### src/include/ccd_seq_pkg.sv
// Constants and types shared by the sensor readout sequencer
package ccd_seq_pkg;

  // ****************************************
  // Clock and pulse timing
  // ****************************************
  localparam int unsigned CLK_PERIOD_NS = 20;
  localparam int unsigned T_VPW0_NS     = 1500;
  localparam int unsigned T_VPW1_NS     = 3000;
  localparam int unsigned T_VPW2_NS     = 6000;
  localparam int unsigned T_VPW3_NS     = 12000;
  localparam int unsigned T_HPW_NS      = 1000;
  localparam int unsigned T_RG_NS       = 100;
  localparam int unsigned T_OVR_NS      = 1000;

  // Least times round up to whole cycles
  localparam logic [31:0] VPW0_CYC = 32'((T_VPW0_NS + CLK_PERIOD_NS - 1) / CLK_PERIOD_NS);
  localparam logic [31:0] VPW1_CYC = 32'((T_VPW1_NS + CLK_PERIOD_NS - 1) / CLK_PERIOD_NS);
  localparam logic [31:0] VPW2_CYC = 32'((T_VPW2_NS + CLK_PERIOD_NS - 1) / CLK_PERIOD_NS);
  localparam logic [31:0] VPW3_CYC = 32'((T_VPW3_NS + CLK_PERIOD_NS - 1) / CLK_PERIOD_NS);
  localparam logic [31:0] HPW_CYC  = 32'((T_HPW_NS + CLK_PERIOD_NS - 1) / CLK_PERIOD_NS);
  localparam logic [31:0] RG_CYC   = 32'((T_RG_NS + CLK_PERIOD_NS - 1) / CLK_PERIOD_NS);
  localparam logic [31:0] OVR_CYC  = 32'((T_OVR_NS + CLK_PERIOD_NS - 1) / CLK_PERIOD_NS);

  // ****************************************
  // Array geometry
  // ****************************************
  localparam logic [9:0]  ROWS_SMALL = 10'h080;
  localparam logic [9:0]  ROWS_MID   = 10'h100;
  localparam logic [9:0]  ROWS_LARGE = 10'h200;
  localparam logic [11:0] COLS_NARROW = 12'h414;
  localparam logic [11:0] COLS_WIDE   = 12'h814;

  // ****************************************
  // Data path
  // ****************************************
  localparam int unsigned ADC_W      = 16;
  localparam int unsigned FIFO_W     = ADC_W + 1;
  localparam int unsigned FIFO_DEPTH = 32;

  typedef enum logic [6:0] {
    ST_IDLE  = 7'h01,
    ST_INTEG = 7'h02,
    ST_VPH2  = 7'h04,
    ST_OVR   = 7'h08,
    ST_VPH1  = 7'h10,
    ST_HPH2  = 7'h20,
    ST_HPH1  = 7'h40
  } seq_state_e;

endpackage

### src/core/pixel_fifo.sv
// Synchronous FIFO with registered read data for the pixel stream
`timescale 1ns/1ps
`default_nettype none
module pixel_fifo #(
  parameter int unsigned WIDTH = 17,
  parameter int unsigned DEPTH = 32
) (
  input  wire logic             clk_i,
  input  wire logic             rst_n_i,
  input  wire logic             in_valid_i,
  output logic                  in_ready_o,
  input  wire logic [WIDTH-1:0] in_data_i,
  output logic                  out_valid_o,
  input  wire logic             out_ready_i,
  output logic      [WIDTH-1:0] out_data_o
);
  localparam int unsigned AW = $clog2(DEPTH);

  logic [WIDTH-1:0] mem_q [DEPTH];
  logic [AW-1:0]    wr_q, wr_d, rd_q, rd_d;
  logic [AW:0]      cnt_q, cnt_d;
  logic             ov_q, ov_d;
  logic [WIDTH-1:0] od_q, od_d;
  logic             push, pop;

  // One word may sit in the output register beyond the array
  always_comb begin
    in_ready_o = (cnt_q != (AW+1)'(DEPTH));
    push       = in_valid_i && in_ready_o;
    pop        = (cnt_q != '0) && (!ov_q || out_ready_i);
    wr_d       = push ? wr_q + 1'b1 : wr_q;
    rd_d       = pop ? rd_q + 1'b1 : rd_q;
    cnt_d      = cnt_q + (AW+1)'(push) - (AW+1)'(pop);
    od_d       = pop ? mem_q[rd_q] : od_q;
    ov_d       = pop ? 1'b1 : (out_ready_i ? 1'b0 : ov_q);
  end

  always_ff @(posedge clk_i) begin
    if (push) begin
      mem_q[wr_q] <= in_data_i;
    end
  end

  always_ff @(posedge clk_i or negedge rst_n_i) begin
    if (!rst_n_i) begin
      wr_q  <= '0;
      rd_q  <= '0;
      cnt_q <= '0;
      ov_q  <= 1'b0;
      od_q  <= '0;
    end else begin
      wr_q  <= wr_d;
      rd_q  <= rd_d;
      cnt_q <= cnt_d;
      ov_q  <= ov_d;
      od_q  <= od_d;
    end
  end

  assign out_valid_o = ov_q;
  assign out_data_o  = od_q;
endmodule
`default_nettype wire

### src/core/ccd_readout_host.sv
// Timing generator that clocks a full-frame area sensor and collects its pixels
`timescale 1ns/1ps
`default_nettype none
module ccd_readout_host import ccd_seq_pkg::*; (
  input  wire logic              clk_sys_i,
  input  wire logic              rst_n_i,
  input  wire logic              start_i,
  input  wire logic              area_mode_i,
  input  wire logic [1:0]        row_sel_i,
  input  wire logic              col_sel_i,
  input  wire logic [31:0]       integ_cycles_i,
  input  wire logic [ADC_W-1:0]  adc_data_i,
  input  wire logic              pix_ready_i,
  output logic                   vert_clock_phase1_o,
  output logic                   vert_clock_phase2_o,
  output logic                   transfer_gate_o,
  output logic                   horiz_clock_phase1_o,
  output logic                   horiz_clock_phase2_o,
  output logic                   summing_gate_o,
  output logic                   reset_gate_o,
  output logic                   shutter_open_o,
  output logic                   adc_sample_o,
  output logic                   busy_o,
  output logic                   frame_done_o,
  output logic                   pix_valid_o,
  output logic [ADC_W-1:0]       pix_data_o,
  output logic                   pix_line_end_o
);

  // ****************************************
  // Reset release
  // ****************************************
  logic rst_m_q, rst_s_q;

  always_ff @(posedge clk_sys_i or negedge rst_n_i) begin
    if (!rst_n_i) begin
      rst_m_q <= 1'b0;
      rst_s_q <= 1'b0;
    end else begin
      rst_m_q <= 1'b1;
      rst_s_q <= rst_m_q;
    end
  end

  // ****************************************
  // Converter input synchroniser
  // ****************************************
  logic [ADC_W-1:0] adc_m_q, adc_s_q;

  always_ff @(posedge clk_sys_i or negedge rst_s_q) begin
    if (!rst_s_q) begin
      adc_m_q <= '0;
      adc_s_q <= '0;
    end else begin
      adc_m_q <= adc_data_i;
      adc_s_q <= adc_m_q;
    end
  end

  // ****************************************
  // Sequencer
  // ****************************************
  seq_state_e  state_q, state_d;
  logic [31:0] tmr_q, tmr_d;
  logic [31:0] integ_q, integ_d;
  logic [31:0] vpw_q, vpw_d;
  logic [9:0]  rows_q, rows_d, row_q, row_d;
  logic [11:0] cols_q, cols_d, col_q, col_d;
  logic        area_q, area_d;
  logic        line_pend_q, line_pend_d;
  logic        p1v_q, p1v_d, p2v_q, p2v_d;
  logic        p1h_q, p1h_d, p2h_q, p2h_d;
  logic        rg_q, rg_d, shut_q, shut_d;
  logic        done_q, done_d, smp_q, smp_d;
  logic [31:0] lim;
  logic        tdone;
  logic        push;
  logic        fifo_in_ready;
  logic [FIFO_W-1:0] fifo_out;
  logic [1:0]  vidx;

  always_comb begin
    state_d     = state_q;
    tmr_d       = tmr_q;
    integ_d     = integ_q;
    vpw_d       = vpw_q;
    rows_d      = rows_q;
    cols_d      = cols_q;
    row_d       = row_q;
    col_d       = col_q;
    area_d      = area_q;
    line_pend_d = line_pend_q;
    done_d      = 1'b0;
    push        = 1'b0;
    vidx        = 2'h0;

    case (state_q)
      ST_INTEG:            lim = integ_q;
      ST_VPH1, ST_VPH2:    lim = vpw_q;
      ST_OVR:              lim = OVR_CYC;
      ST_HPH1, ST_HPH2:    lim = HPW_CYC;
      default:             lim = 32'h0000_0001;
    endcase
    tdone = (tmr_q + 32'h0000_0001 >= lim);

    case (state_q)
      ST_IDLE: begin
        tmr_d = '0;
        if (start_i) begin
          integ_d = integ_cycles_i;
          area_d  = area_mode_i;
          case (row_sel_i)
            2'h0:    rows_d = ROWS_SMALL;
            2'h1:    rows_d = ROWS_MID;
            default: rows_d = ROWS_LARGE;
          endcase
          cols_d = col_sel_i ? COLS_WIDE : COLS_NARROW;
          // Longer vertical registers load the phases harder
          vidx = ((row_sel_i == 2'h3) ? 2'h2 : row_sel_i) + {1'b0, col_sel_i};
          case (vidx)
            2'h0:    vpw_d = VPW0_CYC;
            2'h1:    vpw_d = VPW1_CYC;
            2'h2:    vpw_d = VPW2_CYC;
            default: vpw_d = VPW3_CYC;
          endcase
          row_d       = '0;
          col_d       = '0;
          line_pend_d = 1'b0;
          state_d     = ST_INTEG;
        end
      end
      ST_INTEG: begin
        tmr_d = tmr_q + 32'h0000_0001;
        if (tdone) begin
          tmr_d   = '0;
          state_d = ST_VPH2;
        end
      end
      ST_VPH2: begin
        tmr_d = tmr_q + 32'h0000_0001;
        if (tdone) begin
          tmr_d = '0;
          row_d = row_q + 10'h001;
          // Area scan reads after every row; binning only after the last
          if (area_q || (row_q + 10'h001 == rows_q)) begin
            state_d = ST_OVR;
          end else begin
            state_d = ST_VPH1;
          end
        end
      end
      ST_OVR: begin
        tmr_d = tmr_q + 32'h0000_0001;
        if (tdone) begin
          tmr_d       = '0;
          line_pend_d = 1'b1;
          state_d     = ST_VPH1;
        end
      end
      ST_VPH1: begin
        tmr_d = tmr_q + 32'h0000_0001;
        if (tdone) begin
          tmr_d   = '0;
          col_d   = '0;
          state_d = line_pend_q ? ST_HPH2 : ST_VPH2;
        end
      end
      ST_HPH2: begin
        tmr_d = tmr_q + 32'h0000_0001;
        if (tdone) begin
          // A full FIFO stretches this phase rather than drop a pixel
          if (fifo_in_ready) begin
            push    = 1'b1;
            tmr_d   = '0;
            state_d = ST_HPH1;
          end else begin
            tmr_d = tmr_q;
          end
        end
      end
      ST_HPH1: begin
        tmr_d = tmr_q + 32'h0000_0001;
        if (tdone) begin
          tmr_d = '0;
          col_d = col_q + 12'h001;
          if (col_q + 12'h001 == cols_q) begin
            line_pend_d = 1'b0;
            if (row_q == rows_q) begin
              done_d  = 1'b1;
              state_d = ST_IDLE;
            end else begin
              state_d = ST_VPH2;
            end
          end else begin
            state_d = ST_HPH2;
          end
        end
      end
      default: begin
        tmr_d   = '0;
        state_d = ST_IDLE;
      end
    endcase

    // Pin levels follow the next state so each toggles from one flip-flop
    p2v_d  = (state_d == ST_VPH2) || (state_d == ST_OVR);
    p1v_d  = !p2v_d;
    p2h_d  = (state_d == ST_HPH2);
    p1h_d  = !p2h_d;
    rg_d   = (state_d == ST_HPH1) && (tmr_d < RG_CYC);
    shut_d = (state_d == ST_INTEG);
    smp_d  = push;
  end

  always_ff @(posedge clk_sys_i or negedge rst_s_q) begin
    if (!rst_s_q) begin
      state_q     <= ST_IDLE;
      tmr_q       <= '0;
      integ_q     <= '0;
      vpw_q       <= VPW0_CYC;
      rows_q      <= ROWS_SMALL;
      cols_q      <= COLS_NARROW;
      row_q       <= '0;
      col_q       <= '0;
      area_q      <= 1'b0;
      line_pend_q <= 1'b0;
      p1v_q       <= 1'b1;
      p2v_q       <= 1'b0;
      p1h_q       <= 1'b1;
      p2h_q       <= 1'b0;
      rg_q        <= 1'b0;
      shut_q      <= 1'b0;
      done_q      <= 1'b0;
      smp_q       <= 1'b0;
    end else begin
      state_q     <= state_d;
      tmr_q       <= tmr_d;
      integ_q     <= integ_d;
      vpw_q       <= vpw_d;
      rows_q      <= rows_d;
      cols_q      <= cols_d;
      row_q       <= row_d;
      col_q       <= col_d;
      area_q      <= area_d;
      line_pend_q <= line_pend_d;
      p1v_q       <= p1v_d;
      p2v_q       <= p2v_d;
      p1h_q       <= p1h_d;
      p2h_q       <= p2h_d;
      rg_q        <= rg_d;
      shut_q      <= shut_d;
      done_q      <= done_d;
      smp_q       <= smp_d;
    end
  end

  // ****************************************
  // Pixel buffer
  // ****************************************
  pixel_fifo #(
    .WIDTH (FIFO_W),
    .DEPTH (FIFO_DEPTH)
  ) u_fifo (
    .clk_i       (clk_sys_i),
    .rst_n_i     (rst_s_q),
    .in_valid_i  (push),
    .in_ready_o  (fifo_in_ready),
    .in_data_i   ({(col_q + 12'h001 == cols_q), adc_s_q}),
    .out_valid_o (pix_valid_o),
    .out_ready_i (pix_ready_i),
    .out_data_o  (fifo_out)
  );

  assign pix_data_o           = fifo_out[ADC_W-1:0];
  assign pix_line_end_o       = fifo_out[ADC_W];
  assign vert_clock_phase1_o  = p1v_q;
  assign vert_clock_phase2_o  = p2v_q;
  assign transfer_gate_o      = p2v_q;
  assign horiz_clock_phase1_o = p1h_q;
  assign horiz_clock_phase2_o = p2h_q;
  assign summing_gate_o       = p2h_q;
  assign reset_gate_o         = rg_q;
  assign shutter_open_o       = shut_q;
  assign adc_sample_o         = smp_q;
  assign busy_o               = (state_q != ST_IDLE);
  assign frame_done_o         = done_q;
endmodule
`default_nettype wire

### config.mk
export PLATFORM = sky130hd
export DESIGN_NAME = ccd_readout_host
export DESIGN_NICKNAME = d
export VERILOG_FILES = /design/src/include/ccd_seq_pkg.sv /design/src/core/pixel_fifo.sv /design/src/core/ccd_readout_host.sv
export SDC_FILE = /design/constraint.sdc
export NUM_CORES = 1
export LEC_CHECK = 0
export BUFFER_PORTS_ARGS = -buffer_cell sky130_fd_sc_hd__buf_2
export CAP_MARGIN = 25
export CORE_AREA = 2 2 241 362
export DETAILED_ROUTE_END_ITERATION = 8
export DIE_AREA = 0 0 243 364
export SLEW_MARGIN = 20
export SYNTH_ARGS = -nofsm -noshare
export SYNTH_HDL_FRONTEND = slang
export SYNTH_HIERARCHICAL = 1
export SYNTH_SLANG_ARGS = --single-unit
### constraint.sdc
create_clock -name clk_sys_i -period 8.7 [get_ports clk_sys_i]
set_input_delay 2.175 -clock clk_sys_i [delete_from_list [all_inputs] [get_ports clk_sys_i]]
set_output_delay 2.175 -clock clk_sys_i [all_outputs]
set_load 0.03 [all_outputs]
==> results.py <==
metrics = {
    "routing": {
        "drc_errors": 0,
        "dr.first_iter.drc_count": 1131,
        "routedWlPerCell_um": 22.5,
        "drtPass1Iterations": 5,
        "routed_wirelength_mm": 75.0,
        "vias": 17496,
        "ant_nets": 0,
        "via_per_inst": 5.25,
    },
    "die": {
        "die_w_um": 243,
        "rows": 132,
        "io_pins": 85,
        "coreArea_um2": 85600,
        "die-area_um2": 88500,
        "die_h_um": 364,
        "initial_core_util_pct": 35.7,
    },
    "power_and_ir_drop": {
        "seqPwrFrac_pct": 41.4,
        "power_switching_w": 0.00334,
        "p_int_w": 0.00687,
        "ir_worst_vdd_uv": 309,
        "switching_share_pct": 32.7,
        "clockPowerShare_pct": 31.0,
        "combPwrFrac_pct": 27.6,
        "p_leak_nw": 12.8,
        "p_total_w": 0.0102,
        "power.density_nw_per_um2": 294,
    },
    "synth": {
        "synth_area_um2": 30600,
        "syn_avg_cell_area_um2": 15.2,
        "synth.net_count": 2125,
        "async_flop_share_pct": 25.4,
        "syn_inst": 2012,
        "ys_ff_latch": 729,
        "synth-edff-count": 544,
        "yosys-top-cells-count": "edfxtp_1, nand2_1, dfrtp_1",
        "synthFlopType": "edfxtp_1",
        "synth_area_leaders": "edfxtp_1, dfrtp_1, mux4_2",
        "yosys_warnings": 6,
        "yosysTopAreaCell": "edfxtp_1",
        "synth.most_common_cell": "edfxtp_1",
        "synth_seq_area_share_pct": 68.6,
        "ys_types": 80,
        "yosysTopAreaCellShare_pct": 53.5,
    },
    "sta": {
        "setup_tns_ns": 0,
        "fin_skew_ns": 0.0317,
        "finalSetupViolCount": 0,
        "period_needed_ns": 6.49,
        "drv_slew": 0,
        "grt_setup_unrepaired": "no",
        "period_share_pct": 74.6,
        "worstMarginPinSlew_ns": 1.13,
        "hold_violations": 0,
        "relSlewSlack_pct": 24.5,
        "fmax_mhz": 154,
    },
    "cts": {
        "cts_tree": "done",
        "cts_sinks": 729,
        "cts-resized-gates": 0,
        "cts_setup_buffers": 0,
        "clk_latency_ns": 0.61,
        "path_clk_slew_ns": 0.06,
        "htree_levels": 3,
        "cts_root_buffer": "clkbuf_16",
        "postCtsHoldBufs": 0,
        "numCtsBuffers": 72,
        "cts_buffer_depth": 3,
    },
    "worst_setup_path": {
        "cp_data_arrival_time_ns": 6.79,
        "crit_required_ns": 9.00,
        "crit_path_end_kind": "flop",
        "critPathCapture": "u_fifo/mem_q[22][8]$_DFFE_PP_",
        "crit_start": "tmr_q[0]$_DFF_PN0_",
        "crit_fanout": 38,
        "r2r_setup_slack_ns": 2.21,
        "r2r_start": "tmr_q[0]$_DFF_PN0_",
        "crit_type": "flop to flop",
        "start_kind": "flop",
        "r2r-end": "u_fifo/mem_q[22][8]$_DFFE_PP_",
        "reg2reg_depth": 21,
    },
    "cells_and_area": {
        "drive_gt1_share_pct": 17.7,
        "multi_input_area_um2": 8810,
        "nets": 2249,
        "fillers": 7913,
        "register_area_um2": 21000,
        "area_growth_pct": 13.7,
        "n_antenna_cell": 0,
    },
    "min_path": {
        "hold_path.class": "flop to flop",
        "hold_path_depth": 0,
    },
    "place": {
        "portBuffers": 84,
        "gp_congestion": 0.939,
        "dp.final_hpwl_mm": 48.7,
    },
    "global_routing": {
        "grt_max_degree": 134,
        "antenna_found_initial": 0,
        "first_global_vias": 18129,
        "grt_usage_pct": 16.9,
        "grt_pass1_wl_mm": 112,
        "overflow": 0,
    },
    "run": {
        "cap_violations": 0,
    },
    "outcome": {
        "status": "complete, no violations",
    },
}
-- cells in the final DEF (no fill, tap or decap), drive strengths merged, types with 6 or more instances in the layout --
master / count
nand3: 50
ha: 56
a21o: 23
mux2i: 105
o21ai: 67
nand2b: 9
nand3b: 8
a22oi: 8
a211oi: 39
o31ai: 18
xor2: 25
and3: 13
nor4: 12
or2: 6
a221oi: 20
dfrtp: 176
or3: 7
a21oi: 37
a31oi: 6
bufinv: 9
buf: 150
clkbuf: 86
edfxtp: 544
o22ai: 50
dfstp: 9
clkinv: 28
nor2b: 7
nand2: 258
nor2: 101
nor3: 18
nand4: 20
inv: 47
xnor2: 27
mux4: 85
-- final cells by class --
| cell class | count | share of cell area (%) |
|---|---|---|
| flip-flops and latches | 729 | 60.4 |
| multi-input cells | 1140 | 25.4 |
| clock buffers | 86 | 5.51 |
| inverters | 43 | 0.465 |
| repair buffers | 150 | 2.72 |
| clock inverters | 44 | 1.42 |
| well taps | 1139 | 4.10 |
-- metrics by stage --
| stage | instance area [um2] | hold WS [ns] | setup WS, ns | cells | util [%] |
|---|---|---|---|---|---|
| 5_1_grt | 34700 | 0.352 | 1.81 | 3331 | 40.6 |
| 2_1_floorplan | 30600 | 0.331 | 3.18 | 2012 | - |
| 3_5_place_dp | 32300 | 0.335 | 2.30 | 3199 | 37.8 |
| 4_1_cts | 34700 | 0.345 | 2.28 | 3329 | 40.6 |
| 3_3_place_gp | 32300 | 0.333 | 2.53 | 3198 | 37.8 |
| 6_report | 34700 | 0.334 | 2.21 | 3331 | 40.6 |
-- cell families after synthesis --
kind of cell	after synthesis	synth area share, %
AOI/OAI and AO/OA	302	6.88
muxes	193	9.95
and+or+nand+nor	535	8.07
other	1	0.0123
xor gates and xnor gates	52	1.49
DFF	729	68.6
adders and majority gates	57	2.36
buffers and inverters	143	2.60
-- power by group through the flow --
stage                     clock [W]  combinational, W  sequential (W)
after floorplan                   0           0.00206         0.00423
after global placement            0           0.00277         0.00430
after detailed placement          0           0.00281         0.00430
after CTS                   0.00325           0.00283         0.00423
after global routing        0.00338           0.00302         0.00426
final                       0.00317           0.00282         0.00422
-- flip-flops by register name, summed over array words and instances (netlist names), 2 cells and up --
name	count
u_fifo/mem_q	544
integ_q	32
tmr_q	32
u_fifo/out_data_o	17
adc_m_q	16
adc_s_q	16
col_q	12
row_q	10
vpw_q	9
state_q	7
u_fifo/cnt_q	6
u_fifo/rd_q	5
u_fifo/wr_q	5
rows_q	3
cols_q	2
-- how the worst min path moves through the flow --
stage	slack [ns]	endpoint	startpoint
CTS	0.35	adc_s_q[4]$_DFF_PN0_	adc_m_q[4]$_DFF_PN0_
global route	0.35	adc_s_q[4]$_DFF_PN0_	adc_m_q[4]$_DFF_PN0_
global placement	0.33	adc_s_q[12]$_DFF_PN0_	adc_m_q[12]$_DFF_PN0_
floorplan	0.33	adc_s_q[0]$_DFF_PN0_	adc_m_q[0]$_DFF_PN0_
finish	0.33	adc_s_q[4]$_DFF_PN0_	adc_m_q[4]$_DFF_PN0_
detailed placement	0.33	adc_s_q[11]$_DFF_PN0_	adc_m_q[11]$_DFF_PN0_
-- routing by layer --
| layer | vias to the layer above | track usage [%] | part of all wire, % | wire length [um] |
|---|---|---|---|---|
| met1 | 8915 | 18.9 | 37 | 27900 |
| met3 | 146 | 2.42 | 4.3 | 3240 |
| met2 | 515 | 31.4 | 53 | 40100 |
| met4 | 0 | 8.19 | 4.9 | 3670 |
| li1 | 7920 | - | - | - |
| met5 | - | 0 | 0 | 0 |
-- worst max-delay path: stages, from the launching register on --
cell and delay (ns):
dfrtp_1 0.44, ha_1 0.27, nand3_1 0.18, or2_1 0.34, or3_1 0.41, nor4_1 0.37
nor2b_1 0.10, or2_2 0.31, ha_1 0.28, nand2_1 0.06, nor4_1 0.36, a22oi_1 0.12
a31o_2 0.31, o21ai_2 0.06, buf_4 0.40, nand3_1 0.20, inv_1 0.12, inv_1 0.06
a31oi_2 0.44, nand2_1 0.50, nor2_1 0.49, buf_4 0.32
Power figures use the tool's default switching activity.
